<file path="config.mk">
export PLATFORM = sky130hd
export DESIGN_NAME = isp_spi_slave
export DESIGN_NICKNAME = d
export VERILOG_FILES = /design/src/shared/isp_pkg.sv /design/src/hw/isp_spi_slave.sv /design/src/hw/isp_sync.sv
export SDC_FILE = /design/constraint.sdc
export NUM_CORES = 1
export LEC_CHECK = 0
export BUFFER_PORTS_ARGS = -buffer_cell sky130_fd_sc_hd__buf_2
export CAP_MARGIN = 20
export CORE_UTILIZATION = 55
export DETAILED_ROUTE_END_ITERATION = 10
export GPL_TIMING_DRIVEN = 0
export PLACE_DENSITY = 0.88
export SETUP_SLACK_MARGIN = 0.1
export SYNTH_ARGS = -nofsm -noshare
export SYNTH_HDL_FRONTEND = slang
export SYNTH_SLANG_ARGS = --single-unit
</file>
<file path="constraint.sdc">
create_clock -name I_CLK_SYS -period 2.9 [get_ports I_CLK_SYS]
set_clock_uncertainty 0.05 [all_clocks]
set_input_delay 0.58 -clock I_CLK_SYS [delete_from_list [all_inputs] [get_ports I_CLK_SYS]]
set_output_delay 0.58 -clock I_CLK_SYS [all_outputs]
set_load 0.005 [all_outputs]
</file>
<file path="src/shared/isp_pkg.sv">
// Function
// - clock idles high, data sampled on rising edges
// - first output bit appears on select fall, before any clock edge
// - later output bits change after each falling clock edge but the first
// - each input bit is sampled on the rising clock edge
// - output released to high impedance while select is high
// - a frame is 16 clocks, 16 bits each way at once
// - write frame: 1, 0, 6-bit byte address, 8 data bits
// - read frame: 0, 0, address; next frame returns 16-bit register
// - with select high, clock and input activity are ignored
package isp_pkg;
    localparam int FRAME_BITS = 16;
    localparam int ADDR_BITS = 6;
    localparam int DATA_BITS = 8;
    localparam int CNT_W = 5;
    localparam int CMD_WR_POS = 15;
    localparam int CMD_RSV_POS = 14;
    localparam int ADDR_MSB = 13;
    localparam int ADDR_LSB = 8;
    localparam logic [7:0] FAST_MAX_SETTING = 8'h09;
    localparam logic [15:0] TX_RESET = 16'h0000;
    localparam int CLK_HZ = 10_000_000;
    localparam int FAST_GAP_US = 9;
    localparam int NORM_GAP_US = 75;
    localparam int FAST_RATE_US = 40;
    localparam int NORM_RATE_US = 160;
    // least times round up to whole cycles
    localparam int FAST_GAP_CYC = (FAST_GAP_US * (CLK_HZ / 1000) + 999) / 1000;
    localparam int NORM_GAP_CYC = (NORM_GAP_US * (CLK_HZ / 1000) + 999) / 1000;
    localparam int FAST_RATE_CYC = (FAST_RATE_US * (CLK_HZ / 1000) + 999) / 1000;
    localparam int NORM_RATE_CYC = (NORM_RATE_US * (CLK_HZ / 1000) + 999) / 1000;
    localparam int TMR_W = 12;

    typedef struct packed {
        logic wr;
        logic [ADDR_BITS-1:0] addr;
        logic [DATA_BITS-1:0] data;
    } isp_req_s;
endpackage : isp_pkg

</file>
<file path="src/hw/isp_spi_slave.sv">
`timescale 1ns/1ps
module isp_spi_slave (
    input wire logic I_CLK_SYS,
    input wire logic I_RSTN,
    input wire logic I_CS_N,
    input wire logic I_SCLK,
    input wire logic I_DIN,
    input wire logic [7:0] I_SAMPLE_PERIOD_SETTING,
    input wire logic [15:0] I_RD_DATA,
    output logic O_DOUT,
    output logic O_DOUT_OE,
    output logic [5:0] O_RD_ADDR,
    output isp_pkg::isp_req_s O_REQ,
    output logic O_REQ_VALID,
    output logic O_TIMING_ERR
);
    logic [2:0] pins_sync;
    logic cs_n_s;
    logic sclk_s;
    logic din_s;
    logic cs_n_d_reg;
    logic sclk_d_reg;
    logic sclk_rise;
    logic sclk_fall;
    logic cs_fall;
    logic cs_rise;
    logic [isp_pkg::FRAME_BITS-1:0] rx_reg;
    logic [isp_pkg::FRAME_BITS-1:0] tx_reg;
    logic [isp_pkg::CNT_W-1:0] bit_cnt_reg;
    logic [isp_pkg::TMR_W-1:0] gap_cnt_reg;
    logic [isp_pkg::TMR_W-1:0] rate_cnt_reg;
    logic fast_mode;
    logic [isp_pkg::TMR_W-1:0] gap_min;
    logic [isp_pkg::TMR_W-1:0] rate_min;

    isp_sync #(.WIDTH(3)) u_sync (
        .i_clk(I_CLK_SYS),
        .i_rstn(I_RSTN),
        .i_async({I_CS_N, I_SCLK, I_DIN}),
        .o_sync(pins_sync)
    );
    assign cs_n_s = pins_sync[2];
    assign sclk_s = pins_sync[1];
    assign din_s = pins_sync[0];

    always_ff @(posedge I_CLK_SYS) begin
        if (!I_RSTN) begin
            cs_n_d_reg <= 1'b1;
            sclk_d_reg <= 1'b1;
        end else begin
            cs_n_d_reg <= cs_n_s;
            sclk_d_reg <= sclk_s;
        end
    end

    // edges only count inside a frame
    assign sclk_rise = !cs_n_s && !sclk_d_reg && sclk_s;
    assign sclk_fall = !cs_n_s && sclk_d_reg && !sclk_s;
    assign cs_fall = cs_n_d_reg && !cs_n_s;
    assign cs_rise = !cs_n_d_reg && cs_n_s;

    assign fast_mode = I_SAMPLE_PERIOD_SETTING <= isp_pkg::FAST_MAX_SETTING;
    assign gap_min = fast_mode ? isp_pkg::TMR_W'(isp_pkg::FAST_GAP_CYC)
                               : isp_pkg::TMR_W'(isp_pkg::NORM_GAP_CYC);
    assign rate_min = fast_mode ? isp_pkg::TMR_W'(isp_pkg::FAST_RATE_CYC)
                                : isp_pkg::TMR_W'(isp_pkg::NORM_RATE_CYC);

    // receive shift and bit count
    always_ff @(posedge I_CLK_SYS) begin
        if (!I_RSTN) begin
            rx_reg <= '0;
            bit_cnt_reg <= '0;
        end else if (cs_fall) begin
            bit_cnt_reg <= '0;
        end else if (sclk_rise) begin
            rx_reg <= {rx_reg[isp_pkg::FRAME_BITS-2:0], din_s};
            bit_cnt_reg <= bit_cnt_reg + 1'b1;
        end
    end

    // transmit: read data presented at select fall, msb first
    always_ff @(posedge I_CLK_SYS) begin
        if (!I_RSTN) begin
            tx_reg <= isp_pkg::TX_RESET;
        end else if (cs_fall) begin
            tx_reg <= {I_RD_DATA[isp_pkg::FRAME_BITS-2:0], 1'b0};
        end else if (sclk_fall && bit_cnt_reg != '0) begin
            // first fall keeps the msb up until the first rise samples it
            tx_reg <= {tx_reg[isp_pkg::FRAME_BITS-2:0], 1'b0};
        end
    end

    always_ff @(posedge I_CLK_SYS) begin
        if (!I_RSTN) begin
            O_DOUT <= 1'b0;
            O_DOUT_OE <= 1'b0;
        end else if (cs_fall) begin
            O_DOUT <= I_RD_DATA[isp_pkg::FRAME_BITS-1];
            O_DOUT_OE <= 1'b1;
        end else if (cs_n_s) begin
            O_DOUT_OE <= 1'b0;
        end else if (sclk_fall && bit_cnt_reg != '0) begin
            O_DOUT <= tx_reg[isp_pkg::FRAME_BITS-1];
        end
    end

    // decode a complete 16-clock frame at select rise
    always_ff @(posedge I_CLK_SYS) begin
        if (!I_RSTN) begin
            O_REQ <= '0;
            O_REQ_VALID <= 1'b0;
            O_RD_ADDR <= '0;
        end else begin
            O_REQ_VALID <= 1'b0;
            if (cs_rise && bit_cnt_reg == isp_pkg::CNT_W'(isp_pkg::FRAME_BITS)
                && !rx_reg[isp_pkg::CMD_RSV_POS]) begin
                O_REQ.wr <= rx_reg[isp_pkg::CMD_WR_POS];
                O_REQ.addr <= rx_reg[isp_pkg::ADDR_MSB:isp_pkg::ADDR_LSB];
                O_REQ.data <= rx_reg[isp_pkg::DATA_BITS-1:0];
                O_REQ_VALID <= 1'b1;
                if (!rx_reg[isp_pkg::CMD_WR_POS]) begin
                    // read address steers next frame's data
                    O_RD_ADDR <= rx_reg[isp_pkg::ADDR_MSB:isp_pkg::ADDR_LSB];
                end
            end
        end
    end

    // watch master spacing; flag is sticky until reset
    always_ff @(posedge I_CLK_SYS) begin
        if (!I_RSTN) begin
            gap_cnt_reg <= '1;
            rate_cnt_reg <= '1;
            O_TIMING_ERR <= 1'b0;
        end else begin
            if (cs_rise) begin
                gap_cnt_reg <= '0;
            end else if (gap_cnt_reg != '1) begin
                gap_cnt_reg <= gap_cnt_reg + 1'b1;
            end
            if (cs_fall) begin
                rate_cnt_reg <= '0;
            end else if (rate_cnt_reg != '1) begin
                rate_cnt_reg <= rate_cnt_reg + 1'b1;
            end
            if (cs_fall && (gap_cnt_reg < gap_min || rate_cnt_reg < rate_min))
            begin
                O_TIMING_ERR <= 1'b1;
            end
            if (cs_rise && bit_cnt_reg != isp_pkg::CNT_W'(isp_pkg::FRAME_BITS))
            begin
                O_TIMING_ERR <= 1'b1;
            end
        end
    end

    chk_dout_release: assert property (@(posedge I_CLK_SYS) disable iff (!I_RSTN)
        cs_n_s |=> !O_DOUT_OE)
        else $error("dout driven with select high");

    chk_msb_first: assert property (@(posedge I_CLK_SYS) disable iff (!I_RSTN)
        cs_fall |=> O_DOUT_OE && O_DOUT == $past(I_RD_DATA[15]))
        else $error("msb not presented at select fall");

    chk_dout_stable: assert property (@(posedge I_CLK_SYS) disable iff (!I_RSTN)
        (!cs_n_s && !sclk_fall && !cs_fall) |=> $stable(O_DOUT))
        else $error("dout changed without falling clock");

    chk_rx_sample: assert property (@(posedge I_CLK_SYS) disable iff (!I_RSTN)
        sclk_rise && !cs_fall |=> rx_reg[0] == $past(din_s))
        else $error("input bit not sampled on rise");

    chk_idle_hold: assert property (@(posedge I_CLK_SYS) disable iff (!I_RSTN)
        cs_n_s && cs_n_d_reg |=> $stable(rx_reg) && $stable(bit_cnt_reg))
        else $error("state moved while deselected");

    chk_req_frame: assert property (@(posedge I_CLK_SYS) disable iff (!I_RSTN)
        O_REQ_VALID |-> $past(bit_cnt_reg) == 5'h10 && $past(cs_rise))
        else $error("request without full frame");

    chk_write_fields: assert property (@(posedge I_CLK_SYS) disable iff (!I_RSTN)
        O_REQ_VALID && O_REQ.wr |-> O_REQ.data == $past(rx_reg[7:0]))
        else $error("write data mismatch");

    chk_read_addr: assert property (@(posedge I_CLK_SYS) disable iff (!I_RSTN)
        O_REQ_VALID && !O_REQ.wr |-> O_RD_ADDR == O_REQ.addr)
        else $error("read address not latched");

    chk_gap_flag: assert property (@(posedge I_CLK_SYS) disable iff (!I_RSTN)
        cs_fall && gap_cnt_reg < gap_min |=> O_TIMING_ERR)
        else $error("short stall not flagged");
endmodule : isp_spi_slave

</file>
<file path="src/hw/isp_sync.sv">
`timescale 1ns/1ps
module isp_sync #(
    parameter int WIDTH = 3
) (
    input wire logic i_clk,
    input wire logic i_rstn,
    input wire logic [WIDTH-1:0] i_async,
    output logic [WIDTH-1:0] o_sync
);
    logic [WIDTH-1:0] meta_reg;

    // reset to idle-high pins: select high, clock high
    always_ff @(posedge i_clk) begin
        if (!i_rstn) begin
            meta_reg <= '1;
            o_sync <= '1;
        end else begin
            meta_reg <= i_async;
            o_sync <= meta_reg;
        end
    end
endmodule : isp_sync

</file>
==> flow_summary.yaml, run 1 <==
outcome:
  status: "finished clean"
final_layout:
  area_growth_pct: 14.2
  fillers: 542
  multi_input_area_sq_um: 2060
  layout-drive-gt1-share_pct: 16.0
  mostFrequentLayoutCell: "dfxtp_1"
  stdcell_count: 602
  num_antenna_cells: 0
  nets: 544
  regArea_sq_um: 1860
  largest_register_ffs: 16
  final_cell_mix: "dfxtp_1 (93), buf_2 (53), nand2_1 (49)"
die:
  initial_core_util_pct: 58.5
  coreArea_sq_um: 6940
  die_x_um: 87.9
  die_y_um: 87.9
  io_pins: 54
  num_rows: 30
  die_area_sq_um: 7730
power:
  p_seq_share_pct: 47.0
  switching_share_pct: 35.2
  power.total_mw: 3.44
  p_int_mw: 2.23
  p_sw_mw: 1.21
  p_clk_share_pct: 25.4
  power_density_nw_per_um2: 742
  vdd_drop_max_mv: 0.756
  p_leak_nw: 2.03
  power_frac_comb_pct: 27.6
placement:
  pre_cts_ws_ns: 0.322
  dp.cells: 586
  hpwl_um: 6190
  io_buffers: 51
  gp_congestion: 0.854
synthesis:
  syn_inst: 439
  synth-seq-cells: 93
  syn_area_sq_um: 4060
  synth_top_cell_area_share_pct: 45.9
  ys.warnings.count: 0
  syn-num-nets: 482
  yosysTopAreaCell: "dfxtp_1"
  synth_flop_cell: "dfxtp_1"
  synth-async-reset-ratio_pct: 0
  synthTopCellsByArea: "dfxtp_1 (46%), mux2i_1 (11%), a21oi_1 (4.6%)"
  ys_types: 50
  ys_seq_area_share_pct: 45.9
  synth_edf_count: 0
  syn_area_per_cell_sq_um: 9.25
global_route:
  grt_pass1_vias: 3220
  grt_util_all_layers_pct: 23.3
  grt_pass1_wl_um: 14100
  grt_start_max_net_pins: 18
  grt_overflow: 0
  antenna_found_initial: 0
worst_hold_path:
  hold_path_class: "in2reg"
clocking:
  root_buffer: "clkbuf_8"
  clock_path_buffers: 2
  cts_tree: "yes"
  clkTransAtPathRegs_ns: 0.09
  postCtsResizedCells: 0
  cts_buffers: 9
  post-cts-setup-buffers: 0
  clk_latency_ns: 0.36
  ctsHtreeMaxLevel: 3
  cts-hold-fix-buffers: 0
  cts.sinks: 93
drt:
  wl_per_cell_um: 14.0
  routed_wl_um: 8410
  detail-route-antenna-nets: 0
  viasPerCell: 5.76
  drc: 0
  drt_iter0_drc: 363
  drt-pass1-iter-count: 5
  vias: 3465
setup_path:
  critPathSlowestCell: "a2111oi_0"
  crit_fanout: 7
  critical_path.max_stage_delay_ns: 0.45
  crit_path_end_kind: "flop"
  crit_required_ns: 3.16
  crit_path_start_kind: "input pin"
  cp.arrival_ns: 2.50
  path_cells: "buf_2 -> nor4_1 -> nand2_1 -> inv_1 -> ha_1 -> a21o_1 -> a2111oi_0 -> a211o_1"
  worstSetupPathType: "in2reg"
timing:
  worst_pin_slew_ns: 0.588
  setup_viol: 0
  fin_ws_ns: 0.653
  rsz0062_at_grt: "false"
  slew_viol_final: 0
  max_freq_ghz: 0.445
  period_needed_ns: 2.25
  hold_viol: 0
  finalSetupTns_ns: 0
  period_share_pct: 77.5
  max_slew_margin_pct: 60.5
flow_run:
  max-cap-violations: 0
## worst max-delay path, delay by kind of cell
| kind | cells | cell delay [ns] |
|---|---|---|
| adders and majority gates | 1 | 0.31 |
| buffers and inverters | 2 | 0.36 |
| AOI/OAI and AO/OA | 3 | 0.80 |
| and+or+nand+nor | 2 | 0.44 |
## worst paths after layout
| kind | startpoint | end | slack [ns] | cells after the start |
|---|---|---|---|---|
| max | I_SAMPLE_PERIOD_SETTING[7] | O_TIMING_ERR | 0.65 | 8 |
| min | I_SCLK | u_sync.meta_reg[1] | 0.36 | 2 |
| min reg2reg | u_sync.meta_reg[2] | u_sync.o_sync[2] | 0.37 | 1 |
| max reg2reg | bit_cnt_reg[0] | tx_reg[13] | 0.96 | 7 |
## metrics by stage
step                utilization [%]  area, sq um  hold slack (ns)
floorplan                         -         4060            0.336
global placement               63.9         4430            0.338
detailed placement             63.9         4430            0.349
CTS                            66.8         4640            0.339
global route                   66.8         4640            0.360
finish                         66.8         4640            0.360
## power by group through the flow
stage          Clock [mW]  Combinational, mW  Sequential, mW
6_report            0.875              0.949            1.62
5_1_grt             0.943               1.06            1.64
4_1_cts             0.894              0.937            1.61
3_5_place_dp            0              0.932            1.64
3_3_place_gp            0              0.876            1.63
2_1_floorplan           0              0.749            1.59
## cells by family (layout without fill, tap and decap cells)
| kind of cell | Yosys count | count (layout) | synth area share, % |
|---|---|---|---|
| xor+xnor | 7 | 7 | 1.51 |
| mux | 43 | 43 | 10.6 |
| flops | 93 | 93 | 45.9 |
| fa+ha+maj | 14 | 14 | 4.32 |
| compound gates | 99 | 99 | 14.0 |
| buf+inv | 27 | 94 | 3.27 |
| simple gates | 156 | 156 | 20.4 |
## cell usage after synthesis (5+ instances only)
master / count
ha_1: 14
a31oi_1: 5
dfxtp_1: 93
nand3_1: 10
nor2_1: 39
nand2b_1: 12
nor3_1: 9
a21oi_1: 37
mux2i_1: 43
nor2b_1: 5
nand2_1: 49
xor2_1: 6
nand4_1: 10
clkbuf_1: 17
o21ai_0: 36
o311ai_0: 5
## layer usage
| metal | global-route usage (%) | vias to the layer above | routed length, um | part of all wire (%) |
|---|---|---|---|---|
| li1 | - | 1706 | - | - |
| met1 | 27.9 | 1624 | 3580 | 43 |
| met2 | 40.2 | 118 | 4190 | 50 |
| met3 | 6.69 | 17 | 483 | 5.7 |
| met4 | 7.45 | 0 | 152 | 1.8 |
| met5 | 0 | - | 0 | 0 |
## layout make-up
cell class              count  area share, %
well taps                  96           2.59
flip-flops and latches     93           40.2
clock buffers               9           2.67
multi-input cells         319           44.5
repair buffers             51           5.50
clock inverters             7           1.70
plain buffers              23           2.54
inverters                   4          0.324
No activity file was read; power rests on OpenSTA's default activity.
==> inputs of run 2 (changes only) <==
==> constraint.sdc (replaced) <==
create_clock -name I_CLK_SYS -period 2.2 [get_ports I_CLK_SYS]
set_clock_uncertainty 0.05 [all_clocks]
set_input_delay 0.44 -clock I_CLK_SYS [delete_from_list [all_inputs] [get_ports I_CLK_SYS]]
set_output_delay 0.44 -clock I_CLK_SYS [all_outputs]
set_load 0.005 [all_outputs]
==> run 2 against run 1 <==
First-iteration DRC count decreased by 3.3%. Worst hold slack got worse by 0.14 ns. Combinational power up 32%. Sequential share of layout area down 0.13 points. Via count fell by 0.14%. Worst setup slack worse by 0.39 ns. Global-route usage is the same. Sequential power grew 31%. Power grew 32%. Design area increased by 0.32%. Flip-flop and latch count is the same. Register-to-register slack got worse by 0.70 ns. Critical path type is now reg2reg.
==> flow_summary.yaml, run 2 (synthesis gave the netlist of run 1 again) <==
clocking:
  cts_tree: "yes"
  clock_path_buffers: 2
  root_buffer: "clkbuf_8"
  ctsHtreeMaxLevel: 3
  clk_latency_ns: 0.36
  cts.sinks: 93
  clkTransAtPathRegs_ns: 0.09
  cts-hold-fix-buffers: 0
  cts_buffers: 9
placement:
  gp_congestion: 0.854
  hpwl_um: 6190
  io_buffers: 51
  dp.cells: 586
power:
  p_seq_share_pct: 47.0
  power_density_nw_per_um2: 975
  p_leak_nw: 2.03
  switching_share_pct: 35.2
  p_int_mw: 2.94
  p_sw_mw: 1.60
  vdd_drop_max_mv: 0.996
  power.total_mw: 4.54
  power_frac_comb_pct: 27.6
  p_clk_share_pct: 25.4
global_route:
  antenna_found_initial: 0
  met2_usage_pct: 40.2
  grt.met1_usage_pct: 27.9
  grt.busiest_layer: "met2"
  grt_pass1_vias: 3220
  grt_util_all_layers_pct: 23.3
  grt_start_max_net_pins: 18
  globalRouteMet3Util_pct: 6.69
  grt_overflow: 0
  grt_pass1_wl_um: 14100
drt:
  viasPerCell: 5.73
  wl_per_cell_um: 14.0
  routed_wl_um: 8440
  drt-pass1-iter-count: 5
  drc: 0
  vias: 3460
  detail-route-antenna-nets: 0
  drt_iter0_drc: 351
die:
  die_y_um: 87.9
  initial_core_util_pct: 58.5
  die_x_um: 87.9
  coreArea_sq_um: 6940
  die_area_sq_um: 7730
  io_pins: 54
  num_rows: 30
final_layout:
  layout-drive-gt1-share_pct: 16.5
  num_antenna_cells: 0
  nets: 546
  stdcell_count: 604
  regArea_sq_um: 1860
  largest_register_ffs: 16
  fillers: 544
  final_cell_mix: "dfxtp_1 (93), buf_2 (53), nand2_1 (49)"
  mostFrequentLayoutCell: "dfxtp_1"
  area_growth_pct: 14.6
  multi_input_area_sq_um: 2060
timing:
  max_slew_margin_pct: 60.5
  worst_pin_slew_ns: 0.588
  period_needed_ns: 1.94
  setup_viol: 0
  slew_viol_final: 0
  hold_viol: 0
  rsz0062_at_grt: "false"
  max_freq_ghz: 0.516
  period_share_pct: 88.2
setup_path:
  path_cells: "inv_1 -> ha_1 -> or4b_1 -> nand3_4 -> buf_12 -> mux2i_1 -> a21oi_1"
  crit_fanout: 10
  cp.arrival_ns: 2.12
  crit_required_ns: 2.38
  critical_path.max_stage_delay_ns: 0.51
  crit_path_end_kind: "flop"
  worstSetupPathType: "reg2reg"
  critPathSlowestCell: "or4b_1"
  crit_path_start_kind: "flop"
worst_hold_path:
  hold_path_class: "in2reg"
outcome:
  status: "finished clean"
flow_run:
  max-cap-violations: 0
==> run 2: critical path: cells and delay by family, from the launching register on <==
| family | cells | cell delay, ns |
|---|---|---|
| AOI/OAI and AO/OA | 1 | 0.09 |
| adders and majority gates | 1 | 0.21 |
| and+or+nand+nor | 2 | 0.70 |
| DFF | 1 | 0.35 |
| buffers and inverters | 2 | 0.23 |
| muxes | 1 | 0.19 |
==> run 2: worst paths after layout <==
| path | from | to | slack, ns | depth (start not counted) |
|---|---|---|---|---|
| setup / recovery | bit_cnt_reg[0] | tx_reg[13] | 0.26 | 7 |
| hold / removal | I_SCLK | u_sync.meta_reg[1] | 0.22 | 2 |
| setup reg to reg | bit_cnt_reg[0] | tx_reg[13] | 0.26 | 7 |
| hold reg to reg | u_sync.meta_reg[2] | u_sync.o_sync[2] | 0.37 | 1 |
==> run 2: power by group through the flow <==
stage               clock network (mW)  logic [mW]  registers [mW]
floorplan                            0       0.988            2.10
global placement                     0        1.15            2.15
detailed placement                   0        1.23            2.16
CTS                               1.18        1.24            2.12
global route                      1.24        1.40            2.16
finish                            1.15        1.25            2.13
==> run 2: final cells by class <==
cell class / count / area share, %
plain buffers: 23 / 2.53
clock buffers: 9 / 2.66
clock inverters: 7 / 1.69
inverters: 4 / 0.323
multi-input cells: 319 / 44.4
flip-flops and latches: 93 / 40.0
well taps: 96 / 2.58
repair buffers: 53 / 5.81
==> run 2: metrics by stage <==
step           utilization [%]  cell area, sq um  hold slack [ns]  setup slack [ns]  TNS (ns)
6_report                  67.0              4650            0.217             0.261         0
5_1_grt                   67.0              4650            0.220             0.153         0
4_1_cts                   66.8              4640            0.199             0.138         0
3_5_place_dp              63.9              4430            0.349            -0.238    -0.238
3_3_place_gp              63.9              4430            0.338            -0.182    -0.182
2_1_floorplan                -              4060            0.336             0.145         0
==> run 2: timing repair <==
| action | in CTS | in global routing |
|---|---|---|
| endpoints found under the setup margin | 0 | 1 |
| gates resized for setup | 0 | 1 |
| hold endpoints to repair | 0 | 0 |
| buffers inserted | 0 | 2 |
==> run 2: per-layer routing <==
metal  vias up  part of all wire [%]
li1       1714                     -
met1      1612                    43
met2       117                    49
met3        17                   5.9
met4         0                   1.8
met5         -                     0
